## src/pcw_pkg.sv

```systemverilog
// What this block does
// - bit 7 of the low byte turns the internal calibration on when 1 and off when 0, off after reset.
// - bit 0 of the low byte keeps sensing shut down when 0, the reset state, and starts sensing when 1.
// - bit 14 selects 12-bit results when 0, the reset state, or 16-bit wide range results when 1.
// - bit 13 enables the sunlight protection interrupt when 1, disabled after reset.
// - bit 12 enables the adaptive persistence scheme when 1, disabled after reset.
// - bits 11:10 give the consecutive threshold crossings needed for an interrupt, codes 0 to 3 meaning 1 to 4.
// - interrupt decisions compare results with the 16-bit low threshold at code 0x03 and high threshold at 0x04.
package pcw_pkg;

  // ****************************************
  // command codes
  // ****************************************
  localparam logic [7:0] CMD_CONTROL = 8'h00;
  localparam logic [7:0] CMD_LOWER_THR = 8'h03;
  localparam logic [7:0] CMD_UPPER_THR = 8'h04;

  // ****************************************
  // field positions
  // ****************************************
  localparam int CAL_BIT = 7;
  localparam int PWR_BIT = 0;
  localparam int WIDE_BIT = 14;
  localparam int SUN_BIT = 13;
  localparam int ADAPT_BIT = 12;
  localparam int CROSS_LSB = 10;
  localparam int MODE_LSB = 8;

  // ****************************************
  // reset values and result mask
  // ****************************************
  localparam logic [7:0] CONTROL_LOW_RESET = 8'h00;
  localparam logic [7:0] CONTROL_HIGH_RESET = 8'h00;
  localparam logic [15:0] THR_RESET = 16'h0000;
  localparam logic [7:0] UNMAPPED_READ = 8'h00;
  localparam logic [15:0] NARROW_MASK = 16'h0fff;

  // ****************************************
  // interrupt mode codes
  // ****************************************
  localparam logic [1:0] MODE_OFF = 2'h0;
  localparam logic [1:0] MODE_LEVEL = 2'h1;
  localparam logic [1:0] MODE_RESERVED = 2'h2;
  localparam logic [1:0] MODE_EVENT = 2'h3;

  typedef struct packed {
    logic internal_calibration_enable;
    logic sensor_power_on;
    logic wide_range_output_select;
    logic sunlight_guard_irq_enable;
    logic adaptive_persistence_enable;
    logic [1:0] crossing_count_select;
    logic [1:0] irq_mode_select;
  } pcw_cfg_t;

  typedef struct packed {
    logic wr;
    logic rd;
    logic [7:0] cmd;
    logic hi;
    logic [7:0] wdata;
  } pcw_req_t;

endpackage

```

## src/pcw_irq.sv

```systemverilog
`timescale 1ns/1ps
module pcw_irq (
  // clock and reset
  input wire logic clk,
  input wire logic rst,
  // configuration
  input wire pcw_pkg::pcw_cfg_t cfg,
  input wire logic [15:0] lower_thr,
  input wire logic [15:0] upper_thr,
  // measurement events
  input wire logic result_valid,
  input wire logic [15:0] result_data,
  input wire logic sunlight_event,
  input wire logic flag_clear,
  // decision
  output logic irq_assert
);

  // ****************************************
  // threshold compare
  // ****************************************
  logic [1:0] above_cnt_q, above_cnt_d, below_cnt_q, below_cnt_d;
  logic level_q, event_q;
  wire [15:0] result_w = cfg.wide_range_output_select ? result_data
                         : (result_data & pcw_pkg::NARROW_MASK);
  wire running = cfg.sensor_power_on;
  wire above = running && result_valid && (result_w > upper_thr);
  wire below = running && result_valid && (result_w < lower_thr);
  // at or past the count, so lowering the count in mid-streak still fires
  wire hit_hi = above && (above_cnt_q >= cfg.crossing_count_select);
  wire hit_lo = below && (below_cnt_q >= cfg.crossing_count_select);
  wire sun_hit = running && sunlight_event && cfg.sunlight_guard_irq_enable;
  wire mode_level = cfg.irq_mode_select == pcw_pkg::MODE_LEVEL;
  wire mode_event = cfg.irq_mode_select == pcw_pkg::MODE_EVENT;

  // saturate at the needed count so a long run keeps firing each sample
  always_comb begin
    above_cnt_d = above_cnt_q;
    below_cnt_d = below_cnt_q;
    if (!running) begin
      above_cnt_d = 2'h0;
      below_cnt_d = 2'h0;
    end else if (result_valid) begin
      above_cnt_d = !above ? 2'h0 : (hit_hi ? above_cnt_q : above_cnt_q + 2'h1);
      below_cnt_d = !below ? 2'h0 : (hit_lo ? below_cnt_q : below_cnt_q + 2'h1);
    end
  end

  always_ff @(posedge clk) begin
    if (rst) begin
      above_cnt_q <= 2'h0;
      below_cnt_q <= 2'h0;
      level_q <= 1'b0;
      event_q <= 1'b0;
    end else begin
      above_cnt_q <= above_cnt_d;
      below_cnt_q <= below_cnt_d;
      if (hit_hi) begin
        level_q <= 1'b1;
      end else if (hit_lo || !running) begin
        level_q <= 1'b0;
      end
      // a new event beats a clear in the same cycle
      if ((mode_event && (hit_hi || hit_lo)) || sun_hit) begin
        event_q <= 1'b1;
      end else if (flag_clear) begin
        event_q <= 1'b0;
      end
    end
  end

  // reserved mode 10 falls through as off
  assign irq_assert = (mode_level && level_q) || ((mode_event || cfg.sunlight_guard_irq_enable) && event_q);

endmodule // pcw_irq

```

## src/pcw_top.sv

```systemverilog
`timescale 1ns/1ps
module pcw_top (
  // clock and reset
  input wire logic clk,
  input wire logic rst,
  // byte register port from the serial engine
  input wire pcw_pkg::pcw_req_t req,
  output logic [7:0] reg_rdata,
  output logic reg_rvalid,
  // measurement side
  input wire logic result_valid,
  input wire logic [15:0] result_data,
  input wire logic sunlight_event,
  input wire logic flag_clear,
  // configuration to the sensing core
  output pcw_pkg::pcw_cfg_t cfg_out,
  // open-drain interrupt pin
  output logic int_pin_o,
  output logic int_pin_oe_n
);

  // ****************************************
  // register storage
  // ****************************************
  logic [7:0] ctrl_lo_q, ctrl_hi_q;
  logic [15:0] lower_thr_q, upper_thr_q;
  logic [7:0] rdata_q;
  logic rvalid_q;
  logic oe_n_q;
  pcw_pkg::pcw_cfg_t cfg_q;
  logic irq_assert;

  wire sel_ctrl = req.cmd == pcw_pkg::CMD_CONTROL;
  wire sel_lower = req.cmd == pcw_pkg::CMD_LOWER_THR;
  wire sel_upper = req.cmd == pcw_pkg::CMD_UPPER_THR;
  wire wr_ctrl_lo = req.wr && sel_ctrl && !req.hi;
  wire wr_ctrl_hi = req.wr && sel_ctrl && req.hi;
  // reserved bits are stored as zero so a careless write cannot upset the core
  wire [7:0] lo_wmask = 8'h81;
  wire [7:0] hi_wmask = 8'h7f;

  // ****************************************
  // read decode
  // ****************************************
  wire [7:0] rd_ctrl = req.hi ? ctrl_hi_q : ctrl_lo_q;
  wire [7:0] rd_lower = req.hi ? lower_thr_q[15:8] : lower_thr_q[7:0];
  wire [7:0] rd_upper = req.hi ? upper_thr_q[15:8] : upper_thr_q[7:0];
  wire [7:0] rd_mux = sel_ctrl ? rd_ctrl : sel_lower ? rd_lower : sel_upper ? rd_upper : pcw_pkg::UNMAPPED_READ;

  // ****************************************
  // field split
  // ****************************************
  wire [15:0] ctrl_w = {ctrl_hi_q, ctrl_lo_q};
  pcw_pkg::pcw_cfg_t cfg_w;
  assign cfg_w.internal_calibration_enable = ctrl_w[pcw_pkg::CAL_BIT];
  assign cfg_w.sensor_power_on = ctrl_w[pcw_pkg::PWR_BIT];
  assign cfg_w.wide_range_output_select = ctrl_w[pcw_pkg::WIDE_BIT];
  assign cfg_w.sunlight_guard_irq_enable = ctrl_w[pcw_pkg::SUN_BIT];
  assign cfg_w.adaptive_persistence_enable = ctrl_w[pcw_pkg::ADAPT_BIT];
  assign cfg_w.crossing_count_select = ctrl_w[pcw_pkg::CROSS_LSB +: 2];
  assign cfg_w.irq_mode_select = ctrl_w[pcw_pkg::MODE_LSB +: 2];

  always_ff @(posedge clk) begin
    if (rst) begin
      ctrl_lo_q <= pcw_pkg::CONTROL_LOW_RESET;
      ctrl_hi_q <= pcw_pkg::CONTROL_HIGH_RESET;
    end else begin
      if (wr_ctrl_lo) begin
        ctrl_lo_q <= req.wdata & lo_wmask;
      end
      if (wr_ctrl_hi) begin
        ctrl_hi_q <= req.wdata & hi_wmask;
      end
    end
  end

  always_ff @(posedge clk) begin
    if (rst) begin
      lower_thr_q <= pcw_pkg::THR_RESET;
      upper_thr_q <= pcw_pkg::THR_RESET;
    end else if (req.wr) begin
      if (sel_lower && !req.hi) lower_thr_q[7:0] <= req.wdata;
      if (sel_lower && req.hi) lower_thr_q[15:8] <= req.wdata;
      if (sel_upper && !req.hi) upper_thr_q[7:0] <= req.wdata;
      if (sel_upper && req.hi) upper_thr_q[15:8] <= req.wdata;
    end
  end

  always_ff @(posedge clk) begin
    if (rst) begin
      rdata_q <= pcw_pkg::UNMAPPED_READ;
      rvalid_q <= 1'b0;
      cfg_q <= '0;
      oe_n_q <= 1'b1;
    end else begin
      rvalid_q <= req.rd;
      if (req.rd) rdata_q <= rd_mux;
      cfg_q <= cfg_w;
      oe_n_q <= !irq_assert; // pin pulled low only while asserted
    end
  end

  // ****************************************
  // interrupt evaluation
  // ****************************************
  pcw_irq u_irq (
    .clk(clk),
    .rst(rst),
    .cfg(cfg_w),
    .lower_thr(lower_thr_q),
    .upper_thr(upper_thr_q),
    .result_valid(result_valid),
    .result_data(result_data),
    .sunlight_event(sunlight_event),
    .flag_clear(flag_clear),
    .irq_assert(irq_assert)
  );

  // open drain: the driven level is always low, only the enable moves
  always_ff @(posedge clk) begin
    int_pin_o <= 1'b0;
  end

  assign reg_rdata = rdata_q;
  assign reg_rvalid = rvalid_q;
  assign cfg_out = cfg_q;
  assign int_pin_oe_n = oe_n_q;

endmodule // pcw_top

```

## config.mk

```make
export PLATFORM = sky130hd
export DESIGN_NAME = pcw_top
export DESIGN_NICKNAME = d
export VERILOG_FILES = /design/src/pcw_pkg.sv /design/src/pcw_irq.sv /design/src/pcw_top.sv
export SDC_FILE = /design/constraint.sdc
export NUM_CORES = 1
export LEC_CHECK = 0
export ABC_AREA = 1
export ABC_CLOCK_PERIOD_IN_PS = 1900
export BUFFER_PORTS_ARGS = -buffer_cell sky130_fd_sc_hd__buf_4
export CORE_MARGIN = 2
export CORE_UTILIZATION = 55
export DETAILED_ROUTE_END_ITERATION = 8
export GPL_ROUTABILITY_DRIVEN = 1
export MAX_ROUTING_LAYER = met4
export PLACE_DENSITY = 0.79
export SYNTH_ARGS = -nofsm -noshare
export SYNTH_HDL_FRONTEND = slang
export SYNTH_SLANG_ARGS = --single-unit
export TNS_END_PERCENT = 50
```

## constraint.sdc

```tcl
create_clock -name clk -period 1.9 [get_ports clk]
set_input_delay 0.38 -clock clk [delete_from_list [all_inputs] [get_ports clk]]
set_output_delay 0.38 -clock clk [all_outputs]
set_load 0.01 [all_outputs]
```

# Word-level counts from Yosys, hierarchy flattened
# Cells that the tools add are included.
# totals
regBits,66
in_bits,40
out_inout_bits,20
elab_cells,83
# op_classes
add_sub_neg,2
order_cmp,4
eq_ne,6
muxes,15
bitwise,1
n_reduce_logical,35
# ops
cell,n
two-way mux 8 bit,6
logical AND 1 bit,17
> comparator 16 bit,1
less-than comparator 16 bit,1
two-way mux 16 bit,1
AND reduction 2 bit,6
== test 8 x 2 -> 1 bit (second input constant),1
== test 8 x 3 -> 1 bit (second input constant),1
logical NOT 8 bit,1
two-way mux 2 bit,4
logical OR 1 bit,5
adder 2 x 1 -> 2 bit (second input constant),2
>= comparator 2 bit,2
two-way mux 1 bit,4
!= test 2 bit (second input constant),2
nonzero test 2 bit,2
logical NOT 1 bit,3
== test 2 x 1 -> 1 bit (second input constant),1
== test 2 bit (second input constant),1
OR reduction 2 bit,1
inverter 1 bit,1

# Depth between registers and ports, before layout
# Gate-level depths: netlist of run 1.
# logic_depth
ltp_word,8
ltp_mapped,15
mapped_depth_nobuf,15

# By module
# A second synthesis of run 1 with hierarchy kept.
# hier_totals
cells_unflattened,622
area_unflattened_um2,4073.9
# modules_own_cells
module,n_inst,cells_per_inst,area_each_um2,seq_area_each_um2
pcw_top,1,409,2770.2,1201.2
pcw_irq,1,213,1303.8,120.1

# Worst setup path after synthesis of run 1
# OpenSTA, ideal clock, no wires.
# synth_path
path_type,input-to-reg
from,in result_data[13]
to,reg u_irq.below_cnt_q[1]
setup_time_ns,0.070
t_arrival_ns,1.568
required_ns,1.830
path_slack_ns,0.262
stages,12
path_buffers,0
path_cell_list,nand2_1 inv_1 ha_1 nand2_1 inv_1 o21ai_0 nand2_1 a21oi_2 nand3_2 nand2_1 nand2_1 a21oi_1
# synth_between
elab_chain_len,6
word_cells_on_any_way,7
# synth_lines
item,line,text
start: declaration,pcw_top.sv:12,"input wire logic [15:0] result_data,"
two-way mux 16 bit *,pcw_irq.sv:24,wire [15:0] result_w = cfg.wide_range_output_select ? result_data
less-than comparator 16 bit *,pcw_irq.sv:28,wire below = running && result_valid && (result_w < lower_thr);
logical AND 1 bit *,pcw_irq.sv:28,
logical AND 1 bit,pcw_irq.sv:31,wire hit_lo = below && (below_cnt_q >= cfg.crossing_count_select);
!= test 2 bit (no source line),--,
AND reduction 2 bit (no source line),--,
end signal: assignment,pcw_irq.sv:57,below_cnt_q <= below_cnt_d;
end: declaration,pcw_irq.sv:22,"logic [1:0] above_cnt_q, above_cnt_d, below_cnt_q, below_cnt_d;"
# Every way passes the cells marked *; elsewhere a longest branch is shown, timed or not.
# A chain may end at the register's enable or synchronous reset.

# Worst setup path after layout of run 1
# layout_path
from,reg upper_thr_q[7]
to,reg u_irq.above_cnt_q[0]
# layout_between
elab_chain_len,5
word_cells_on_any_way,6
# layout_lines
item,line,text
start: declaration,pcw_top.sv:26,"logic [15:0] lower_thr_q, upper_thr_q;"
start signal: assignment,pcw_top.sv:80,upper_thr_q <= pcw_pkg::THR_RESET;
start signal: assignment,pcw_top.sv:84,if (sel_upper && !req.hi) upper_thr_q[7:0] <= req.wdata;
> comparator 16 bit *,pcw_irq.sv:27,wire above = running && result_valid && (result_w > upper_thr);
logical AND 1 bit *,pcw_irq.sv:27,
logical AND 1 bit,pcw_irq.sv:30,wire hit_hi = above && (above_cnt_q >= cfg.crossing_count_select);
!= test 2 bit (no source line),--,
AND reduction 2 bit (no source line),--,
end signal: assignment,pcw_irq.sv:56,above_cnt_q <= above_cnt_d;
end: declaration,pcw_irq.sv:22,
# Marks and branches as above.

==> summary.md, run 1 <==
| Metric | Value |
|---|---|
| Number of flops mapped to enable cells by yosys | 0 |
| Power Density | approximately 610 nW/um^2 |
| Wirelength per Cell | 14.2 um |
| Hold path start | sunlight_event |
| Mapped Nets | 567 |
| Fmax achieved | 0.555 GHz |
| Routability cong. | 0.936 |
| Compound-Gate Fraction of Synth Area | 19.4% |
| Largest family of logic cells by synthesized area | simple AND/OR/NAND/NOR gates |
| Routed Antenna Nets | 0 |
| DRC Markers | 0 |
| Worst R2R Start | upper_thr_q[7] |
| Pin count of the biggest net entering global routing | 49 |
| Final setup fails | 0 |
| Synth area leader | dfxtp_1 |
| CTS Buf Count | 9 |
| P&R area growth vs syn | 19.6% |
| Area contributors post-synth | dfxtp_1 (36%), ha_1 (12%), nand2_1 (9.1%) |
| Crit path required time | about 2.1 ns |
| Total routed wirelength | 8980 um |
| Simple-gate share of the synthesized area | 20.6% |
| Setup TNS | 0 ns |
| Cell-by-cell trace of the critical path | inv_1 -> ha_1 -> nand2_1 -> nor2_2 -> nand4_1 -> o21bai_1 -> inv_1 -> nand3_2 -> nand2_2 -> nand2_1 -> a21oi_1 |
| Critical Path AT | 2.04 ns |
| Share of layout cells above drive strength 1 | between 20% and 30% |
| Via count | 3420 |
| R2R cell count | 11 |
| DIE AREA | roughly 7300 sq um |
| Io pins | 60 |
| CTS Sinks | 66 |
| Adder-cell share of the synthesized area | between 10% and 20% |
| Max-capacitance violation count | 0 |
| Outcome | finished, final reports clean |
| Drt via density | 5.41 |
| Synth warn | 0 |
| Clk Latency, worst-skew pair | between 0.3 and 0.4 ns |
| Antenna diode count | 0 |
| Initial core utilization | a little under three fifths |
| 1st-pass router iterations | 7 |
| Leakage Power | 1.88 nW |
| Ys async rst share | 0% |
| Violation count after the first detailed-route iteration | 276 |
| Synthesized area | 3630 sq um |
| Avg Inst Size Synth | 7.38 sq um |
| Synth Flop Type | dfxtp_1 |
| CP startpoint | upper_thr_q[7] |
| Final min period | between 1.5 and 2 ns |
| Worst hold path class | in2reg |
| Crit start category | register |
| Seq cells post-synth | 66 |
| CORE AREA | 6350 sq um |
| Slowest cell delay on critical path | 0.35 ns |
| Die width | 85.2 um |
| Post-Synth XOR/XNOR Area | less than 1% |
| CTS max path bufs | 2 |
| Max Slew Vio Count | 0 |
| Yosys top cell area share | 36.4% |
| Buffers added on ports | 58 |
| Die H | 85.2 um |
| Num rows | 29 |
| Hold Path Depth | 3 |
| Total Routing Usage GR | 26.8% |
| H-tree levels | 3 |
| Nets | 626 |
| CTS tree | yes |
| Post-synthesis sequential area ratio | 36.4% |
| Vias in the first global route | around 3300 |
| Worst Skew | 0.00609 ns |
| Mapped Cells | a little under 500 |
| First-pass GRT wire length | 14900 um |
| Largest fanout on the critical path | 3 |
| Root buf cell | clkbuf_8 |
| Gr ovfl total | 0 |
| Yosys cell types | 34 |
| Top-count cell post-synth | nand2_1 |
| Peak VDD IR | 0.490 mV |
| Initial antenna violation count | 0 |
| Pwr Total | approximately 0.0027 W |
| Dpl hpwl | between 6000 and 7000 um |
| Post-synthesis mux area share | 0% |
| CP Class | reg2reg |
| Crit. End Element | register |
| Slowest CP cell | dfxtp_1 |
| Final hold vios | 0 |
| Period utilisation layout | a little over nine tenths |
| Commonest cells post-synth | nand2_1 (88), inv_1 (77), dfxtp_1 (66) |
| CTS clk-pin slew, worst paths | 0.07 ns |
==> metrics by stage <==
stage	worst slack [ns]	std cells	util, %	instance area [sq um]	hold WS, ns
6_report	0.0985	632	68.4	4340	0.288
5_1_grt	-0.00000422	632	68.4	4340	0.277
4_1_cts	0.0739	631	67.1	4260	0.273
3_5_place_dp	-0.0279	616	64.6	4100	0.442
3_3_place_gp	0.0412	616	64.6	4100	0.441
2_1_floorplan	0.262	492	-	3630	0.425
==> path summary, 6_finish.rpt <==
path | endpoint | slack [ns]
max | u_irq.above_cnt_q[0] | 0.1
min | u_irq.event_q | 0.29
max reg2reg | u_irq.above_cnt_q[0] | 0.1
min reg2reg | cfg_out[4] | 0.46
==> cell families after synthesis <==
family	Yosys count
AOI/OAI and AO/OA	133
xor gates and xnor gates	2
adders and majority gates	35
buffers and inverters	94
DFF	66
other	1
and+or+nand+nor	161
==> state kept, by name, indices dropped and copies added, names as in the netlist <==
| name | cells |
|---|---|
| ctrl_lo_q | 2 |
| u_irq.below_cnt_q | 2 |
| ctrl_hi_q | 7 |
| upper_thr_q | 16 |
| lower_thr_q | 16 |
| u_irq.level_q | 1 |
| reg_rdata | 8 |
| u_irq.above_cnt_q | 2 |
| u_irq.event_q | 1 |
| int_pin_oe_n | 1 |
| reg_rvalid | 1 |
| cfg_out | 9 |
==> placed cells by master, fill, tap and decap left out, types with 2 or more instances in the layout <==
cell type	instances
inv_1	77
inv_2	3
clkinv_2	4
buf_4	61
nor2_1	31
nand2_1	83
ha_1	34
o21ai_2	3
nand2_4	2
nor3_2	2
xor2_1	2
a41oi_1	2
nand4_1	8
nand2_2	11
nor2_4	4
o21ai_0	49
nor2_2	3
nand3_1	12
o21ai_1	10
dfxtp_1	64
a21oi_2	3
a21oi_1	60
clkbuf_8	9
clkinvlp_4	2
==> timing repair <==
| action | CTS | global route |
|---|---|---|
| pin swaps | 0 | 10 |
| hold buffers | 0 | 0 |
| resized for setup | 1 | 20 |
| setup endpoints to repair | 1 | 6 |
| buffers inserted | 0 | 1 |
==> critical path, delay by kind of cell, from the launching register on <==
| family | cells | cell delay [ns] |
|---|---|---|
| AND/OR/NAND/NOR | 6 | 0.58 |
| adder cells (fa/ha/maj) | 1 | 0.29 |
| flip-flops | 1 | 0.35 |
| buffers and inverters | 2 | 0.17 |
| AO/OA/AOI/OAI | 2 | 0.30 |
==> report_power, final <==
group / total (W) / switching (W) / internal [W]
logic: 0.000284 / 0.000158 / 0.000126
clock network: 0.000986 / 0.000531 / 0.000455
registers: 0.00140 / 0.00000477 / 0.00139
total: 0.00267 / 0.000693 / 0.00197
==> metal layers <==
metal	share of wire [%]	global-route usage, %	vias to the layer above
li1	-	-	1731
met1	41	33.1	1556
met2	49	43.5	116
met3	7.5	6.81	17
met4	2.0	7.94	0
met5	0	-	-
==> area by class of cell <==
type	count	area [sq um]
inverters	80	300
flip-flops and latches	66	1330
multi-input cells	332	1980
well taps	77	96.3
fillers	555	2010
clock buffers	9	124
repair buffers	62	478
clock inverters	6	35.0
(Power assumes the default switching activity.)
==> run 2, diff against run 1 <==
--- a/config.mk
+++ b/config.mk
@@ -6,7 +6,7 @@
 export NUM_CORES = 1
 export LEC_CHECK = 0
 export ABC_AREA = 1
-export ABC_CLOCK_PERIOD_IN_PS = 1900
+export ABC_CLOCK_PERIOD_IN_PS = 2220
 export BUFFER_PORTS_ARGS = -buffer_cell sky130_fd_sc_hd__buf_4
 export CORE_MARGIN = 2
 export CORE_UTILIZATION = 55
==> constraint.sdc (replaced) <==
create_clock -name clk -period 2.22 [get_ports clk]
set_input_delay 0.444 -clock clk [delete_from_list [all_inputs] [get_ports clk]]
set_output_delay 0.444 -clock clk [all_outputs]
set_load 0.01 [all_outputs]
==> run 2 against run 1 <==
Net effect:
- sequential cell count stayed put
- sequential power shrank 15%
- register-to-register slack improved by 0.17 ns
- first-iteration DRC count is 8.3% lower
- largest cell class unchanged
==> summary.md, run 2 (same netlist as run 1, synthesis figures left out) <==
| Metric | Value |
|---|---|
| Routability cong. | 0.976 (was 0.936) |
| RSZ-0062 raised after global routing | no |
| Post-CTS repair timing setup buffer count | 0 (unchanged) |
| Most frequent CP cell | nand2_1 |
| Buffers added on ports | 58 (unchanged) |
| Pwr Total | 0.00258 W (was 0.00267 W) |
| Hold path start | sunlight_event (unchanged) |
| CTS tree | yes (unchanged) |
| Final min period | 1.95 ns (was 1.80 ns) |
| CTS Sinks | 66 (unchanged) |
| Final hold vios | 0 (unchanged) |
| Nets | 624 (was 626) |
| Outcome | finished, final reports clean (unchanged) |
| Worst R2R Start | ctrl_hi_q[6] (was upper_thr_q[7]) |
| CTS Buf Count | 9 (unchanged) |
| DIE AREA | 7270 sq um (unchanged) |
| Io pins | 60 (unchanged) |
| Critical Path AT | 2.23 ns (was 2.04 ns) |
| Crit start category | register (unchanged) |
| Power Density | 598 nW/um^2 (was 614 nW/um^2) |
| Die width | 85.2 um (unchanged) |
| Max-capacitance violation count | 0 (unchanged) |
| Crit. End Element | register (unchanged) |
| Period utilisation layout | 88.0% (was 94.8%) |
| Gr ovfl total | 0 (unchanged) |
| Non-Filler Instances | 631 (was 632) |
| Fmax achieved | 0.512 GHz (was 0.555 GHz) |
| Total Routing Usage GR | 27.0% (was 26.8%) |
| Worst Skew | 0.0102 ns (was 0.00609 ns) |
| CP Class | reg2reg (unchanged) |
| Die H | 85.2 um (unchanged) |
| Initial antenna violation count | 0 (unchanged) |
| Largest fanout on the critical path | 6 (was 3) |
| Cell-by-cell trace of the critical path | nand2_1 -> inv_1 -> ha_1 -> nand2_1 -> inv_1 -> o21ai_0 -> nand2_1 -> a21oi_2 -> nand3_2 -> nand2_1 -> nand2_1 -> a21oi_1 (was inv_1 -> ha_1 -> nand2_1 -> nor2_2 -> nand4_1 -> o21bai_1 -> inv_1 -> nand3_2 -> nand2_2 -> nand2_1 -> a21oi_1) |
| Dpl hpwl | 7050 um (was 6990 um) |
| R2R cell count | 12 (was 11) |
| Root buf cell | clkbuf_8 (unchanged) |
| Slowest CP cell | dfxtp_1 (unchanged) |
| 1st-pass router iterations | 5 (was 7) |
| Worst R2R Setup Slack | 0.27 ns (was 0.1 ns) |
| Leakage Power | 1.89 nW (was 1.88 nW) |
| CTS clk-pin slew, worst paths | 0.08 ns (was 0.07 ns) |
| Worst hold path class | in2reg (unchanged) |
| Max Slew Vio Count | 0 (unchanged) |
| Hold Path Depth | 3 (unchanged) |
| DRC Markers | 0 (unchanged) |
| Pin count of the biggest net entering global routing | 34 (was 49) |
| Num rows | 29 (unchanged) |
| Final setup fails | 0 (unchanged) |
| Clk Latency, worst-skew pair | 0.35 ns (was 0.34 ns) |
| CTS max path bufs | 2 (unchanged) |
| Initial core utilization | 57.2% (unchanged) |
| Drt via density | 5.33 (was 5.41) |
| Hold Path End | u_irq.event_q (unchanged) |
| Peak VDD IR | 0.556 mV (was 0.490 mV) |
| Slowest cell delay on critical path | 0.50 ns (was 0.35 ns) |
| P&R area growth vs syn | 18.6% (was 19.6%) |
| First-pass GRT wire length | 14900 um (about the same) |
| Share of layout cells above drive strength 1 | 18.2% (was 21.3%) |
| Cells after DPL | 615 (was 616) |
| Crit path required time | 2.50 ns (was 2.14 ns) |
| Antenna diode count | 0 (unchanged) |
| Wirelength per Cell | 14.1 um (was 14.2 um) |
| Most common cell after layout, fill and taps aside | nand2_1 (unchanged) |
| Routed Antenna Nets | 0 (unchanged) |
| Vias in the first global route | 3178 (was 3251) |
| CORE AREA | 6350 sq um (unchanged) |
| Total routed wirelength | 8870 um (was 8980 um) |
| Reg-to-reg endpoint | u_irq.below_cnt_q[1] (was u_irq.above_cnt_q[0]) |
| Commonest cells after routing, fill and taps aside | nand2_1 (88), inv_1 (77), dfxtp_1 (66) (was nand2_1 (83), inv_1 (77), dfxtp_1 (64)) |
| Post-CTS Hold Fix Bufs | 0 (unchanged) |
| Violation count after the first detailed-route iteration | 253 (was 276) |
| Post-CTS Resized | 0 (was 1) |
| Setup TNS | 0 ns (unchanged) |
| H-tree levels | 3 (unchanged) |
| Via count | 3362 (was 3420) |
[run 2: cell count changes in the layout (fill, tap and decap cells not counted), sizes merged]
cell    change
clkinv      -3
buf         -2
bufinv      +2
inv         +2
[run 2: through the flow]
| stage | area (sq um) | hold slack [ns] | utilization [%] | setup slack (ns) |
|---|---|---|---|---|
| finish | 4310 | 0.350 | 67.8 | 0.265 |
| global route | 4310 | 0.352 | 67.8 | 0.0598 |
| CTS | 4310 | 0.335 | 67.8 | 0.316 |
| detailed placement | 4080 | 0.450 | 64.3 | 0.232 |
| global placement | 4080 | 0.442 | 64.3 | 0.309 |
| floorplan | 3630 | 0.425 | - | 0.518 |
[run 2: area by class of cell]
| type | count | area (sq um) |
|---|---|---|
| inverters | 80 | 300 |
| well taps | 77 | 96.3 |
| clock buffers | 9 | 124 |
| repair buffers | 60 | 450 |
| clock inverters | 7 | 101 |
| multi-input cells | 332 | 1910 |
| flip-flops and latches | 66 | 1320 |
| fillers | 559 | 2040 |
[run 2: worst max-delay path, delay by kind of cell, from the launching register on]
kind	cells	cell delay, ns
compound gates	3	0.50
fa+ha+maj	1	0.24
buf+inv	2	0.11
flops	1	0.50
simple gates	6	0.54
[run 2: where the power goes]
group | internal (W) | switching [W]
combinational | 0.000102 | 0.000129
clock | 0.000641 | 0.000508
sequential | 0.00119 | 0.00000399
[run 2: worst max path at each step]
stage / start / depth (start not counted) / slack, ns / endpoint
floorplan: result_data[13] / 12 / 0.52 / u_irq.below_cnt_q[1]
finish: ctrl_hi_q[6] / 12 / 0.27 / u_irq.below_cnt_q[1]
CTS: ctrl_hi_q[6] / 12 / 0.32 / u_irq.below_cnt_q[1]
global placement: result_data[5] / 11 / 0.31 / u_irq.below_cnt_q[1]
global route: ctrl_hi_q[6] / 12 / 0.06 / u_irq.below_cnt_q[0]
detailed placement: result_data[7] / 11 / 0.23 / u_irq.above_cnt_q[0]
[run 2: layer usage]
| metal | wire [um] | GRT usage, % |
|---|---|---|
| met2 | 4260 | 44.1 |
| met3 | 600 | 4.28 |
| met1 | 3840 | 34.1 |
| met5 | 0 | - |
| met4 | 161 | 9.38 |
